`src/rtl/sar_pkg.sv`:
```
// Constants for the system memory arbiter
package sar_pkg;
    localparam int          SAR_NREQ       = 9;      // Interrupt, main, six DMA, scanner
    localparam int          SAR_NPER       = 7;      // Peripheral requestors
    localparam int          SAR_PW         = 3;      // Priority field width
    localparam logic [2:0]  SAR_PRIO_RST   = 3'h7;   // Least urgent level
    localparam logic [3:0]  SAR_IDX_ISR    = 4'h0;   // Tie order position of interrupt context
    localparam logic [3:0]  SAR_IDX_MAIN   = 4'h1;   // Tie order position of main context
    localparam logic [3:0]  SAR_IDX_PER0   = 4'h2;   // Tie order position of DMA channel 1
    // Register byte addresses
    localparam logic [7:0]  SAR_OFS_PRIO0  = 8'h00;  // Priority settings at 0x00..0x20
    localparam logic [7:0]  SAR_OFS_LOCK   = 8'h24;  // Priority lock register
    localparam logic [7:0]  SAR_OFS_STAT   = 8'h28;  // Grant and stall status
    localparam int          SAR_LOCK_BIT   = 0;      // Lock bit position
    localparam logic [7:0]  SAR_KEY1       = 8'h55;  // First unlock code
    localparam logic [7:0]  SAR_KEY2       = 8'hAA;  // Second unlock code
    // Memory targets of a peripheral request
    localparam logic [1:0]  SAR_TGT_FLASH  = 2'h0;
    localparam logic [1:0]  SAR_TGT_DATA   = 2'h1;
    localparam logic [1:0]  SAR_TGT_EEPROM = 2'h2;
    localparam logic [1:0]  SAR_RESP_OKAY  = 2'h0;
    localparam logic [1:0]  SAR_RESP_SLVERR = 2'h2;
    // Lock sequence states, Gray coded
    typedef enum logic [1:0] {
        SAR_SEQ_IDLE  = 2'b00,
        SAR_SEQ_GOT1  = 2'b01,
        SAR_SEQ_ARMED = 2'b11
    } sar_seq_e;
endpackage : sar_pkg

```
`src/rtl/sar_arbiter.sv`:
```
// System memory arbiter with AXI4-Lite register slave
// Overview of operation
// - Requestors rank by their priority value, zero most urgent, larger less urgent.
// - After reset all nine priority settings hold 7, the least urgent level.
// - Equal values resolve in order interrupt, main, DMA 1 to 6, then scanner.
// - Each of the nine requestors has its own independently writable priority setting.
// - DMA channels and scanner get grants only while the lock bit is set.
// - While locked, priority settings hold and writes to them are ignored.
// - The lock bit changes only after writes of 0x55 then 0xAA to the lock register.
// - A peripheral below the CPU uses flash only in cycles without CPU flash use or flash operation.
// - A peripheral below the CPU uses data RAM or registers only in cycles the CPU leaves free.
// - A peripheral below the CPU reaches EEPROM at once unless an EEPROM operation runs.
// - Peripherals below the CPU never lengthen CPU execution.
// - A peripheral above the CPU stalls the CPU until its operation finishes.
// - Interrupt above peripheral above main lets both stall main; interrupt preempts peripheral.
// - A low peripheral uses only cycles free of every higher requestor, peripherals included.
// - Unimplemented register bits read zero and ignore writes.
module sar_arbiter (
    input  wire logic                           aclk,
    input  wire logic                           aresetn,
    // AXI4-Lite slave
    input  wire logic [7:0]                     s_axi_awaddr,
    input  wire logic                           s_axi_awvalid,
    output logic                                s_axi_awready,
    input  wire logic [31:0]                    s_axi_wdata,
    input  wire logic [3:0]                     s_axi_wstrb,
    input  wire logic                           s_axi_wvalid,
    output logic                                s_axi_wready,
    output logic [1:0]                          s_axi_bresp,
    output logic                                s_axi_bvalid,
    input  wire logic                           s_axi_bready,
    input  wire logic [7:0]                     s_axi_araddr,
    input  wire logic                           s_axi_arvalid,
    output logic                                s_axi_arready,
    output logic [31:0]                         s_axi_rdata,
    output logic [1:0]                          s_axi_rresp,
    output logic                                s_axi_rvalid,
    input  wire logic                           s_axi_rready,
    // CPU side
    input  wire logic                           cpu_isr_active,
    input  wire logic                           cpu_flash_access,
    input  wire logic                           cpu_data_access,
    output logic                                cpu_stall,
    // Memory operation status
    input  wire logic                           flash_op_busy,
    input  wire logic                           eeprom_op_busy,
    // Peripheral requestors (DMA 1..6, scanner)
    input  wire logic [sar_pkg::SAR_NPER-1:0]   per_req,
    input  wire logic [2*sar_pkg::SAR_NPER-1:0] per_target,
    output logic [sar_pkg::SAR_NPER-1:0]        per_grant
);
    import sar_pkg::*;

    // Priority settings: 0 interrupt, 1 main, 2 to 8 peripherals
    logic [SAR_PW-1:0]   prio_r   [SAR_NREQ];
    logic [SAR_PW-1:0]   prio_nxt [SAR_NREQ];

    // Lock bit and unlock key sequence
    logic                lock_r;
    logic                lock_nxt;
    sar_seq_e            seq_r;
    sar_seq_e            seq_nxt;

    // Write address and data, held until both are in
    logic                aw_hold_r;
    logic                aw_hold_nxt;
    logic                w_hold_r;
    logic                w_hold_nxt;
    logic [7:0]          waddr_r;
    logic [7:0]          waddr_nxt;
    logic [31:0]         wdata_r;
    logic [31:0]         wdata_nxt;
    logic                wstrb0_r;
    logic                wstrb0_nxt;
    logic                do_write;

    // Write response
    logic                bvalid_r;
    logic                bvalid_nxt;
    logic [1:0]          bresp_r;
    logic [1:0]          bresp_nxt;

    // Read response
    logic                rvalid_r;
    logic                rvalid_nxt;
    logic [31:0]         rdata_r;
    logic [31:0]         rdata_nxt;
    logic [1:0]          rresp_r;
    logic [1:0]          rresp_nxt;

    // Arbitration; a key is {priority, tie order}, smaller wins
    logic [6:0]          cpu_key;
    logic [6:0]          per_key  [SAR_NPER];
    logic [SAR_NPER-1:0] per_high;
    logic [SAR_NPER-1:0] per_elig;
    logic                win_any;
    logic [2:0]          win_idx;
    logic [6:0]          win_key;

    // Bus handshakes
    assign s_axi_awready = !aw_hold_r && !bvalid_r;
    assign s_axi_wready  = !w_hold_r && !bvalid_r;
    assign s_axi_arready = !rvalid_r;
    assign s_axi_bvalid  = bvalid_r;
    assign s_axi_bresp   = bresp_r;
    assign s_axi_rvalid  = rvalid_r;
    assign s_axi_rdata   = rdata_r;
    assign s_axi_rresp   = rresp_r;
    assign do_write      = aw_hold_r && w_hold_r && !bvalid_r;

    // Arbitration is combinational: grant and stall follow the inputs
    // in the same cycle; a requestor holds per_req until its operation
    // is done, so a stall lasts exactly as long as that operation

    // Urgency key of the running CPU context: value first, tie order second
    assign cpu_key = cpu_isr_active ? {prio_r[0], SAR_IDX_ISR}
                                    : {prio_r[1], SAR_IDX_MAIN};

    // Per peripheral key and eligibility
    for (genvar g = 0; g < SAR_NPER; g++) begin : g_per
        logic [1:0] tgt;
        logic       busy;
        logic       cpu_uses;
        // Target and urgency of this request
        assign tgt      = per_target[2*g +: 2];
        assign per_key[g] = {prio_r[g+2], SAR_IDX_PER0 + 4'(g)};
        assign per_high[g] = per_key[g] < cpu_key;
        // Memory busy, or CPU on the same memory
        assign busy = ((tgt == SAR_TGT_FLASH) && flash_op_busy)
                   || ((tgt == SAR_TGT_EEPROM) && eeprom_op_busy);
        assign cpu_uses = ((tgt == SAR_TGT_FLASH) && cpu_flash_access)
                       || ((tgt == SAR_TGT_DATA) && cpu_data_access);
        // Low peripherals only in cycles the CPU leaves free
        assign per_elig[g] = lock_r && per_req[g] && !busy
                          && (per_high[g] || !cpu_uses);
    end

    // Most urgent eligible peripheral wins the cycle
    always_comb begin
        win_any = 1'b0;
        win_idx = 3'h0;
        win_key = 7'h7F;
        for (int j = 0; j < SAR_NPER; j++) begin
            // Strict less-than keeps the earlier tie order
            if (per_elig[j] && (!win_any || per_key[j] < win_key)) begin
                win_any = 1'b1;
                win_idx = 3'(j);
                win_key = per_key[j];
            end
        end
    end

    // Grant and CPU stall
    always_comb begin
        per_grant = '0;
        if (win_any) begin
            per_grant[win_idx] = 1'b1;
        end
        // Stall only when the winner outranks the running context
        cpu_stall = win_any && per_high[win_idx];
    end

    // Write channel, lock sequence and priority settings
    always_comb begin
        // Hold every register by default
        aw_hold_nxt = aw_hold_r;
        w_hold_nxt  = w_hold_r;
        waddr_nxt   = waddr_r;
        wdata_nxt   = wdata_r;
        wstrb0_nxt  = wstrb0_r;
        bvalid_nxt  = bvalid_r;
        bresp_nxt   = bresp_r;
        lock_nxt    = lock_r;
        seq_nxt     = seq_r;
        for (int k = 0; k < SAR_NREQ; k++) begin
            prio_nxt[k] = prio_r[k];
        end
        // Capture address and data, in either order
        if (s_axi_awvalid && s_axi_awready) begin
            aw_hold_nxt = 1'b1;
            waddr_nxt   = s_axi_awaddr;
        end
        if (s_axi_wvalid && s_axi_wready) begin
            w_hold_nxt = 1'b1;
            wdata_nxt  = s_axi_wdata;
            wstrb0_nxt = s_axi_wstrb[0];
        end
        // Response accepted
        if (s_axi_bvalid && s_axi_bready) begin
            bvalid_nxt = 1'b0;
        end
        // Both halves in: apply and answer
        if (do_write) begin
            aw_hold_nxt = 1'b0;
            w_hold_nxt  = 1'b0;
            bvalid_nxt  = 1'b1;
            bresp_nxt   = SAR_RESP_OKAY;
            if (waddr_r[7:2] < 6'(SAR_NREQ) && waddr_r[1:0] == 2'h0) begin
                // Upper bits are not stored
                if (wstrb0_r && !lock_r) begin
                    prio_nxt[waddr_r[5:2]] = wdata_r[SAR_PW-1:0];
                end
            end else if (waddr_r == SAR_OFS_LOCK) begin
                // Key sequence, then the lock bit itself
                if (wstrb0_r) begin
                    unique case (seq_r)
                        SAR_SEQ_IDLE: begin
                            seq_nxt = (wdata_r[7:0] == SAR_KEY1) ? SAR_SEQ_GOT1
                                                                 : SAR_SEQ_IDLE;
                        end
                        SAR_SEQ_GOT1: begin
                            seq_nxt = (wdata_r[7:0] == SAR_KEY2) ? SAR_SEQ_ARMED
                                                                 : SAR_SEQ_IDLE;
                        end
                        SAR_SEQ_ARMED: begin
                            lock_nxt = wdata_r[SAR_LOCK_BIT];
                            seq_nxt  = SAR_SEQ_IDLE;
                        end
                        default: begin
                            seq_nxt = SAR_SEQ_IDLE;
                        end
                    endcase
                end
            end else if (waddr_r != SAR_OFS_STAT) begin
                // Unmapped address
                bresp_nxt = SAR_RESP_SLVERR;
            end
        end
    end

    // Write side registers, synchronous reset
    always_ff @(posedge aclk) begin
        if (!aresetn) begin
            aw_hold_r <= 1'b0;
            w_hold_r  <= 1'b0;
            waddr_r   <= 8'h00;
            wdata_r   <= 32'h0000_0000;
            wstrb0_r  <= 1'b0;
            bvalid_r  <= 1'b0;
            bresp_r   <= SAR_RESP_OKAY;
            lock_r    <= 1'b0;
            seq_r     <= SAR_SEQ_IDLE;
            for (int k = 0; k < SAR_NREQ; k++) begin
                prio_r[k] <= SAR_PRIO_RST;
            end
        end else begin
            aw_hold_r <= aw_hold_nxt;
            w_hold_r  <= w_hold_nxt;
            waddr_r   <= waddr_nxt;
            wdata_r   <= wdata_nxt;
            wstrb0_r  <= wstrb0_nxt;
            bvalid_r  <= bvalid_nxt;
            bresp_r   <= bresp_nxt;
            lock_r    <= lock_nxt;
            seq_r     <= seq_nxt;
            for (int k = 0; k < SAR_NREQ; k++) begin
                prio_r[k] <= prio_nxt[k];
            end
        end
    end

    // Read channel
    always_comb begin
        // Hold the response by default
        rvalid_nxt = rvalid_r;
        rdata_nxt  = rdata_r;
        rresp_nxt  = rresp_r;
        if (s_axi_rvalid && s_axi_rready) begin
            rvalid_nxt = 1'b0;
        end
        // New address: decode into the response
        if (s_axi_arvalid && s_axi_arready) begin
            rvalid_nxt = 1'b1;
            rdata_nxt  = 32'h0000_0000;
            rresp_nxt  = SAR_RESP_OKAY;
            if (s_axi_araddr[7:2] < 6'(SAR_NREQ) && s_axi_araddr[1:0] == 2'h0) begin
                rdata_nxt[SAR_PW-1:0] = prio_r[s_axi_araddr[5:2]];
            end else if (s_axi_araddr == SAR_OFS_LOCK) begin
                rdata_nxt[SAR_LOCK_BIT] = lock_r;
            end else if (s_axi_araddr == SAR_OFS_STAT) begin
                rdata_nxt[SAR_NPER:0] = {cpu_stall, per_grant};
            end else begin
                rresp_nxt = SAR_RESP_SLVERR;
            end
        end
    end

    // Read side registers
    always_ff @(posedge aclk) begin
        if (!aresetn) begin
            rvalid_r <= 1'b0;
            rdata_r  <= 32'h0000_0000;
            rresp_r  <= SAR_RESP_OKAY;
        end else begin
            rvalid_r <= rvalid_nxt;
            rdata_r  <= rdata_nxt;
            rresp_r  <= rresp_nxt;
        end
    end
endmodule : sar_arbiter

```
`config.mk`:
```
export PLATFORM = sky130hd
export DESIGN_NAME = sar_arbiter
export DESIGN_NICKNAME = d
export VERILOG_FILES = /design/src/rtl/sar_pkg.sv /design/src/rtl/sar_arbiter.sv
export SDC_FILE = /design/constraint.sdc
export NUM_CORES = 1
export LEC_CHECK = 0
export BUFFER_PORTS_ARGS = -buffer_cell sky130_fd_sc_hd__buf_2
export CAP_MARGIN = 20
export CORE_UTILIZATION = 40
export CTS_CLUSTER_SIZE = 24
export DETAILED_ROUTE_END_ITERATION = 7
export SYNTH_ARGS = -nofsm -noshare
export SYNTH_HDL_FRONTEND = slang
export SYNTH_SLANG_ARGS = --single-unit
```
`constraint.sdc`:
```
create_clock -name aclk -period 26.2 [get_ports aclk]
set_input_delay 7.86 -clock aclk [delete_from_list [all_inputs] [get_ports aclk]]
set_output_delay 7.86 -clock aclk [all_outputs]
set_load 0.005 [all_outputs]
```
==> results of run 1 <==
-- worst reg2reg max path, delay by kind of cell, from the launching register on --
family	cells	cell delay [ns]
AOI/OAI and AO/OA	22	4.39
adders and majority gates	7	1.78
buffers and inverters	4	0.41
DFF	1	0.38
muxes	4	1.25
and+or+nand+nor	10	1.85
-- layer usage --
layer,global-route usage,part of all wire,routed length [um]
met1,0.254,0.46,5210
met2,0.344,0.48,5500
met3,0.0327,0.042,486
met4,0.0812,0.021,243
met5,0,0,0
-- repair_timing --
action | 4_1_cts | 5_1_grt
resized for setup | 0 | 9
setup endpoints to repair | 0 | 6
buffers inserted | 0 | 1
-- kinds of logic (layout without fill, tap and decap cells) --
kind of cell	after synthesis	in the layout	share of synthesized area
buf+inv	70	127	0.0825
other cells	1	26	0.000838
flops	61	61	0.273
mux	53	53	0.140
xor+xnor	1	1	0.00196
fa+ha+maj	26	26	0.0719
simple gates	204	204	0.218
compound gates	129	129	0.212
-- cell usage in the layout, fill, tap and decap left out, types with 21 or more instances in the layout --
master | synthesis | routed
inv_1 | 22 | 22
dfxtp_1 | 61 | 61
nand2_1 | 86 | 85
nor2_1 | 39 | 39
conb_1 | 1 | 26
mux2i_1 | 40 | 39
o21ai_0 | 22 | 21
ha_1 | 24 | 23
a21oi_1 | 34 | 33
buf_2 | 1 | 80
-- per-stage QoR --
stage / cells / TNS (ns)
after CTS: 766 / 0
after global routing: 767 / -0.125
final: 767 / 0
after global placement: 750 / 0
after detailed placement: 750 / 0
after floorplan: 570 / 0
-- sequential cells by signal (all words and copies together), names as in the netlist --
register	count
aw_hold_r	1
waddr_r	8
seq_r	2
prio_r	27
w_hold_r	1
s_axi_rdata	8
lock_r	1
wdata_r	8
s_axi_bvalid	1
wstrb0_r	1
s_axi_rvalid	1
s_axi_bresp	1
s_axi_rresp	1
-- power groups by stage --
stage | clock (uW) | sequential, uW | combinational (uW)
CTS | 108 | 99.0 | 22.4
floorplan | 0 | 99.6 | 17.1
global route | 113 | 99.5 | 25.3
global placement | 0 | 101 | 21.6
detailed placement | 0 | 101 | 22.3
finish | 106 | 99.0 | 22.3
-- worst paths after layout --
kind / from / end / cells after the start
hold / removal: waddr_r[6] / waddr_r[6] / 2
setup / recovery: cpu_isr_active / cpu_stall / 49
hold reg to reg: waddr_r[6] / waddr_r[6] / 2
setup reg to reg: prio_r[1][2] / s_axi_rdata[7] / 47
-- final cells by class --
cell class | instances | area share
clock buffer | 13 | 0.0324
clock inverter | 3 | 0.0173
inverter | 24 | 0.0173
multi-input combinational | 439 | 0.578
sequential | 61 | 0.235
tap | 140 | 0.0336
timing repair buffer | 87 | 0.0870
==> impl_metrics.json, run 1 <==
{
  "yosys-top-cells-area": "dfxtp_1 27%, mux2i_1 8.9%, nand2_1 7.2%",
  "fmax_ghz": 0.0391,
  "fin_crit_sh": 0.975,
  "ys.flop_type": "dfxtp_1",
  "path_buf_inv": 6,
  "irDropWorstVdd_v": 0.0000358,
  "cts.sinks": 61,
  "power_leakage_uw": 0.00221,
  "status": "complete, no violations",
  "maxCapViolCount": 0,
  "switching_share": 0.225,
  "cts_htree_levels": 3,
  "synth_cell_types": 80,
  "cts.clk_slew.worst_paths_ns": 0.07,
  "synth-edff-count": 0,
  "overflow": 0,
  "pin_count": 134,
  "grt_max_degree": 37,
  "register_area_mm2": 0.00122,
  "core_mm2": 0.0109,
  "critical_path.max_fanout": 11,
  "final_nets": 731,
  "area_delta_synth_final_pct": 16.4,
  "vias": 4146,
  "arrival_ns": 17.68,
  "drive_above_1_share": 0.220,
  "worstMarginPinSlew_ns": 0.756,
  "netlist_instances": 545,
  "reg2reg_setup_slack_ns": 16.07,
  "syn_area_mm2": 0.00447,
  "p_int_uw": 176,
  "clkLatencyLatePin_ns": 0.33,
  "multiInputGateArea_mm2": 0.00301,
  "vias_per_cell": 5.41,
  "power_uw": 228,
  "yosysTopAreaCell": "dfxtp_1",
  "antenna_found_initial": 0,
  "post-route-min-period_ns": 25.54,
  "synthTopCellsByCount": "86 x nand2_1, 61 x dfxtp_1, 40 x mux2i_1",
  "place_area_mm2": 0.00491,
  "drc": 0,
  "numCtsBuffers": 9,
  "finalSetupViolCount": 0,
  "ant_nets": 0,
  "die-area_mm2": 0.0116,
  "ys_ff_latch": 61,
  "io_buffers": 80,
  "cpMostUsedCell": "ha_1",
  "power.density_mw_per_mm2": 43.7,
  "yosysSeqAreaShare": 0.273,
  "wl_um": 11400,
  "cts_buffer_depth": 2,
  "avgSynthCellArea_um2": 8.21,
  "cp_slowest_cell": "or3_1",
  "p_sw_uw": 51.3,
  "netlist.area_leader.share": 0.273,
  "num_rows": 38,
  "antenna_cells": 0,
  "cts_tree": "built",
  "cts_root_buf": "clkbuf_8",
  "die_h_um": 108,
  "combPwrFrac": 0.098,
  "preCtsSetupSlack_ns": 0.379,
  "first_global_vias": 3886,
  "hold_viol_final": 0,
  "clock_skew_ns": 0.0101,
  "holdWs_ns": 0.454,
  "ctsHoldBuffers": 0,
  "dr.pass1.iters": 4,
  "post-synth-top-count-cell": "nand2_1",
  "start_util": 0.411,
  "slowest_delay_ns": 0.44,
  "first_iter_violations": 278,
  "p_clk_frac": 0.467,
  "crit_family": "compound AO/OA/AOI/OAI gates",
  "fillers": 1088,
  "grt_pass1_wl_um": 18600,
  "final_area_mm2": 0.00521,
  "setup.worst_path.start_class": "input port",
  "worstPathRequired_ns": 18.34,
  "hp-class": "reg -> reg",
  "grt_use_total": 0.203,
  "wl_per_cell_um": 14.9,
  "yosys_warnings": 0,
  "layout_setup_ws_ns": 0.657,
  "drv_slew": 0,
  "detailed_place_hpwl_um": 8870,
  "end_kind": "output pin",
  "async_flop_share": 0,
  "relSlewSlack": 0.493,
  "power_frac_seq": 0.435,
  "die_w_um": 108,
  "routabilityCongestion": 0.802,
  "worstSetupPathType": "in -> out",
  "fin_util": 0.478
}
Power figures use the tool's default switching activity.
==> run 2: changes to the inputs <==
Settings changed: MAX_ROUTING_LAYER set to met4.
==> run 2 against run 1 <==
Against the previous run:
- final area shrank 0.74%
- routed wire length decreased by 1.4%
- global-route usage grew 0.41 points
- total power shrank 11%
- first-iteration DRC count is 14% lower
- register-to-register slack better by 0.04 ns
- sequential cell count did not move
- fmax grew 0.11%
- largest cell class unchanged
==> impl_metrics.json, run 2 (same netlist as run 1, synthesis figures left out) <==
{
  "pin_count": 134,
  "reg2reg_setup_slack_ns": 16.11,
  "io_buffers": 80,
  "vias": 4091,
  "dr.pass1.iters": 4,
  "drive_above_1_share": 0.219,
  "p_int_uw": 151,
  "r2r_end": "s_axi_rdata[7]",
  "final_nets": 735,
  "rsz0062_at_grt": "no",
  "fmax_ghz": 0.0392,
  "hp-class": "reg -> reg",
  "largest_reg_flops": 27,
  "overflow": 0,
  "clkLatencyLatePin_ns": 0.34,
  "cts.sinks": 61,
  "wl_per_cell_um": 14.6,
  "largest-register": "prio_r",
  "clock_skew_ns": 0.00856,
  "num_rows": 38,
  "hold_path_end": "waddr_r[1]",
  "min_from": "waddr_r[1]",
  "first_global_vias": 3866,
  "cts_buffer_depth": 2,
  "die-area_mm2": 0.0116,
  "status": "complete, no violations",
  "grt_use_total": 0.207,
  "setup.worst_path.start_class": "input port",
  "drc": 0,
  "combPwrFrac": 0.109,
  "detailed_place_hpwl_um": 8870,
  "antenna_found_initial": 0,
  "die_h_um": 108,
  "grt_max_degree": 37,
  "numCtsBuffers": 9,
  "fin_crit_sh": 0.974,
  "relSlewSlack": 0.512,
  "layout_setup_ws_ns": 0.686,
  "antenna_cells": 0,
  "preCtsSetupSlack_ns": 0.538,
  "irDropWorstVdd_v": 0.0000329,
  "setup_tns_ns": 0,
  "finalSetupViolCount": 0,
  "cts_htree_levels": 3,
  "vias_per_cell": 5.31,
  "critical_path.max_fanout": 11,
  "fin_util": 0.475,
  "slowest_delay_ns": 0.42,
  "layout_commonest_cell": "nand2_1",
  "switching_share": 0.254,
  "power_uw": 203,
  "first_iter_violations": 239,
  "grt_pass1_wl_um": 18500,
  "cpMostUsedCell": "ha_1",
  "drv_slew": 0,
  "die_w_um": 108,
  "end_kind": "output pin",
  "hold_depth": 2,
  "core_mm2": 0.0109,
  "cp_slowest_cell": "or3_1",
  "ctsHoldBuffers": 0,
  "hold_viol_final": 0,
  "power_leakage_uw": 0.00220,
  "worstPathRequired_ns": 18.34,
  "cts.clk_slew.worst_paths_ns": 0.07,
  "wl_um": 11300,
  "rr_worst_depth": 47,
  "start_util": 0.411,
  "post_cts_buffers": 0,
  "area_delta_synth_final_pct": 15.5,
  "arrival_ns": 17.65,
  "ant_nets": 0,
  "power_frac_seq": 0.487,
  "p_clk_frac": 0.404,
  "reg2reg_from": "prio_r[0][2]",
  "maxCapViolCount": 0,
  "p_sw_uw": 51.6,
  "post-route-min-period_ns": 25.51,
  "routabilityCongestion": 0.834,
  "worstSetupPathType": "in -> out",
  "power.density_mw_per_mm2": 39.3,
  "layout_common_cells": "86 x nand2_1, 80 x buf_2, 61 x dfxtp_1",
  "worstMarginPinSlew_ns": 0.727,
  "cts_root_buf": "clkbuf_8",
  "cts_tree": "built"
}
==> run 2: cell types whose count changed in the layout (fill, tap and decap cells not counted), moves of 2 or more <==
| cell | change |
|---|---|
| buf_4 | +3 |
| bufinv_16 | -2 |
| clkbuf_8 | -2 |
| clkinv_2 | +2 |
==> run 2: stage by stage <==
step / area, um2 / hold WS [ns] / std cells
2_1_floorplan: 4570 / 0.431 / 570
3_3_place_gp: 4950 / 0.440 / 755
3_5_place_dp: 4950 / 0.446 / 755
4_1_cts: 5140 / 0.456 / 771
5_1_grt: 5170 / 0.469 / 771
6_report: 5170 / 0.454 / 771
==> run 2: repair_timing <==
action,in CTS,in global routing
endpoints found under the hold margin,0,0
resized for setup,0,6
endpoints found under the setup margin,0,6
==> run 2: how the worst max path moves through the flow <==
stage	from	endpoint	slack (ns)	cells after the start
3_3_place_gp	cpu_isr_active	cpu_stall	0.65	50
3_5_place_dp	cpu_isr_active	cpu_stall	0.54	50
4_1_cts	cpu_isr_active	cpu_stall	0.49	50
5_1_grt	cpu_isr_active	cpu_stall	0.01	50
6_report	cpu_isr_active	cpu_stall	0.69	49
2_1_floorplan	cpu_isr_active	cpu_stall	0.97	48
==> run 2: per-layer routing <==
layer,vias up,share of wire,global-route usage
met5,-,0,-
met4,0,0.019,0.0724
met3,22,0.040,0.0194
met2,117,0.48,0.348
met1,1859,0.46,0.258
li1,2093,-,-
==> run 2: cell type report <==
type                       instances  area (um2)
clock inverter                     4        47.5
timing repair buffer              91         487
multi-input combinational        439        3000
fill                            1115        5720
tap                              140         175
inverter                          24        90.1
sequential                        61        1220
clock buffer                      12         145
==> run 2: power by group through the flow <==
| stage | Clock (uW) | Combinational (uW) | Sequential [uW] |
|---|---|---|---|
| after floorplan | 0 | 17.1 | 99.6 |
| after global placement | 0 | 21.6 | 101 |
| after detailed placement | 0 | 22.1 | 101 |
| after CTS | 83.9 | 22.2 | 98.9 |
| after global routing | 88.5 | 25.4 | 99.5 |
| final | 82.0 | 22.1 | 99.0 |
==> run 2: critical path: cells and delay by family <==
kind	cells	cell delay [ns]
and+or+nand+nor	9	1.72
adders and majority gates	7	1.68
buffers and inverters	7	0.77
AOI/OAI and AO/OA	22	4.35
muxes	4	1.26
==> run 3: changes to the inputs <==
Settings changed: CORE_UTILIZATION 40 to 45, PLACE_DENSITY set to 0.71.
==> run 3 against run 2 <==
Against the previous run:
- sequential share of layout area grew 0.31 points
- clock power shrank 20%
- critical path depth shrank 1
- global-route usage rose by 1.6 points
- non-clock buffer count shrank 2
- routed wire length shrank 3.7%
- die area shrank 11%
- clock skew grew 0.00084 ns
- worst hold slack about the same
- largest cell class unchanged
- combinational power barely moved
- via count is 1.6% higher
==> impl_metrics.json, run 3 (same netlist as run 1, synthesis figures left out) <==
{
  "fmax_ghz": 0.0393,
  "setup.worst_path.start_class": "input port",
  "drc": 0,
  "holdWs_ns": 0.454,
  "reg2reg_setup_slack_ns": 16.16,
  "ant_nets": 0,
  "cp_slowest_cell": "or3_1",
  "start_util": 0.462,
  "met3_usage": 0.0352,
  "die-area_mm2": 0.0103,
  "overflow": 0,
  "worstPathRequired_ns": 18.34,
  "status": "complete, no violations",
  "grtUsageMet2": 0.362,
  "cpMostUsedCell": "ha_1",
  "dp.cells": 743,
  "drv_slew": 0,
  "hold_viol_final": 0,
  "register_area_mm2": 0.00122,
  "cts.clk_slew.worst_paths_ns": 0.06,
  "hold_depth": 2,
  "multiInputGateArea_mm2": 0.00301,
  "vias_per_cell": 5.47,
  "hp-class": "reg -> reg",
  "num_rows": 36,
  "die_w_um": 102,
  "cts_root_buf": "clkbuf_8",
  "worstSetupPathType": "in -> out",
  "setup_tns_ns": 0,
  "end_kind": "output pin",
  "clkLatencyLatePin_ns": 0.33,
  "layout_common_cells": "85 x nand2_1, 80 x buf_2, 61 x dfxtp_1",
  "area_delta_synth_final_pct": 14.0,
  "slowest_delay_ns": 0.42,
  "fillers": 938,
  "core_mm2": 0.00968,
  "cts_buffer_depth": 2,
  "worstMarginPinSlew_ns": 0.724,
  "arrival_ns": 17.61,
  "ctsHoldBuffers": 0,
  "met1_usage": 0.279,
  "first_global_vias": 3752,
  "die_h_um": 102,
  "pin_count": 134,
  "maxCapViolCount": 0,
  "cts.sinks": 61,
  "antenna_cells": 0,
  "clock_skew_ns": 0.00941,
  "numCtsBuffers": 9,
  "hold_path_end": "waddr_r[7]",
  "layout_commonest_cell": "nand2_1",
  "vias": 4155,
  "cts_htree_levels": 3,
  "power_leakage_uw": 0.00217,
  "finalSetupViolCount": 0,
  "post-route-min-period_ns": 25.47,
  "largest_reg_flops": 27,
  "relSlewSlack": 0.513,
  "critical_path.max_fanout": 7,
  "antenna_found_initial": 0,
  "reg2reg_from": "prio_r[1][2]",
  "irDropWorstVdd_v": 0.0000404,
  "detailed_place_hpwl_um": 8280,
  "rr_worst_depth": 46,
  "wl_per_cell_um": 14.3,
  "fin_crit_sh": 0.972,
  "first_iter_violations": 240,
  "min_from": "waddr_r[7]",
  "final_nets": 733,
  "grt_max_degree": 37,
  "power.density_mw_per_mm2": 36.7,
  "r2r_end": "s_axi_rdata[0]",
  "grt_use_total": 0.222,
  "grt_pass1_wl_um": 17600,
  "power_uw": 187,
  "fin_cells": 760,
  "routabilityCongestion": 0.882,
  "wl_um": 10900,
  "cts_tree": "built",
  "dr.pass1.iters": 6,
  "io_buffers": 80,
  "top_usage_layer": "met2",
  "largest-register": "prio_r",
  "drive_above_1_share": 0.217
}
==> run 3: metrics by stage <==
step / area (um2) / utilization / worst slack [ns]
after global routing: 5100 / 0.527 / -0.0893
final: 5100 / 0.527 / 0.730
after floorplan: 4570 / - / 0.971
after CTS: 5050 / 0.521 / 0.430
after detailed placement: 4900 / 0.506 / 0.484
after global placement: 4900 / 0.506 / 0.549
==> run 3: repair_timing <==
item / in CTS / in global routing
buffers inserted: 0 / 3
setup endpoints to repair: 0 / 6
endpoints found under the hold margin: 0 / 0
resized for setup: 0 / 8
==> run 3: per-layer routing <==
metal,share of wire,wire length [um],vias up
met5,0,0,-
met4,0.017,188,0
met3,0.045,486,13
met2,0.48,5190,136
met1,0.46,4990,1914
li1,-,-,2092
==> run 3: worst max path at each step <==
stage	from	end	slack (ns)
2_1_floorplan	cpu_isr_active	cpu_stall	0.97
3_3_place_gp	cpu_isr_active	cpu_stall	0.55
3_5_place_dp	cpu_isr_active	cpu_stall	0.48
4_1_cts	cpu_isr_active	cpu_stall	0.43
5_1_grt	cpu_isr_active	cpu_stall	-0.09
6_report	cpu_isr_active	cpu_stall	0.73
==> run 3: report_power, final <==
group | leakage [uW] | internal, uW | switching [uW]
clock | 0.0000788 | 32.8 | 33.0
sequential | 0.000497 | 95.7 | 3.32
combinational | 0.00159 | 9.46 | 12.7
total | 0.00217 | 138 | 49.0
==> run 3: critical path: cells and delay by family <==
| family | cells | cell delay, ns |
|---|---|---|
| multiplexers | 4 | 1.28 |
| AO/OA/AOI/OAI | 21 | 4.12 |
| AND/OR/NAND/NOR | 11 | 2.05 |
| adder cells (fa/ha/maj) | 7 | 1.78 |
| buffers and inverters | 5 | 0.49 |
==> run 3: cell type report <==
type / count / area share
multi-input cells: 439 / 0.590
flip-flops and latches: 61 / 0.239
repair buffers: 89 / 0.0918
well taps: 133 / 0.0326
clock buffers: 11 / 0.0258
inverters: 24 / 0.0177
clock inverters: 3 / 0.00294
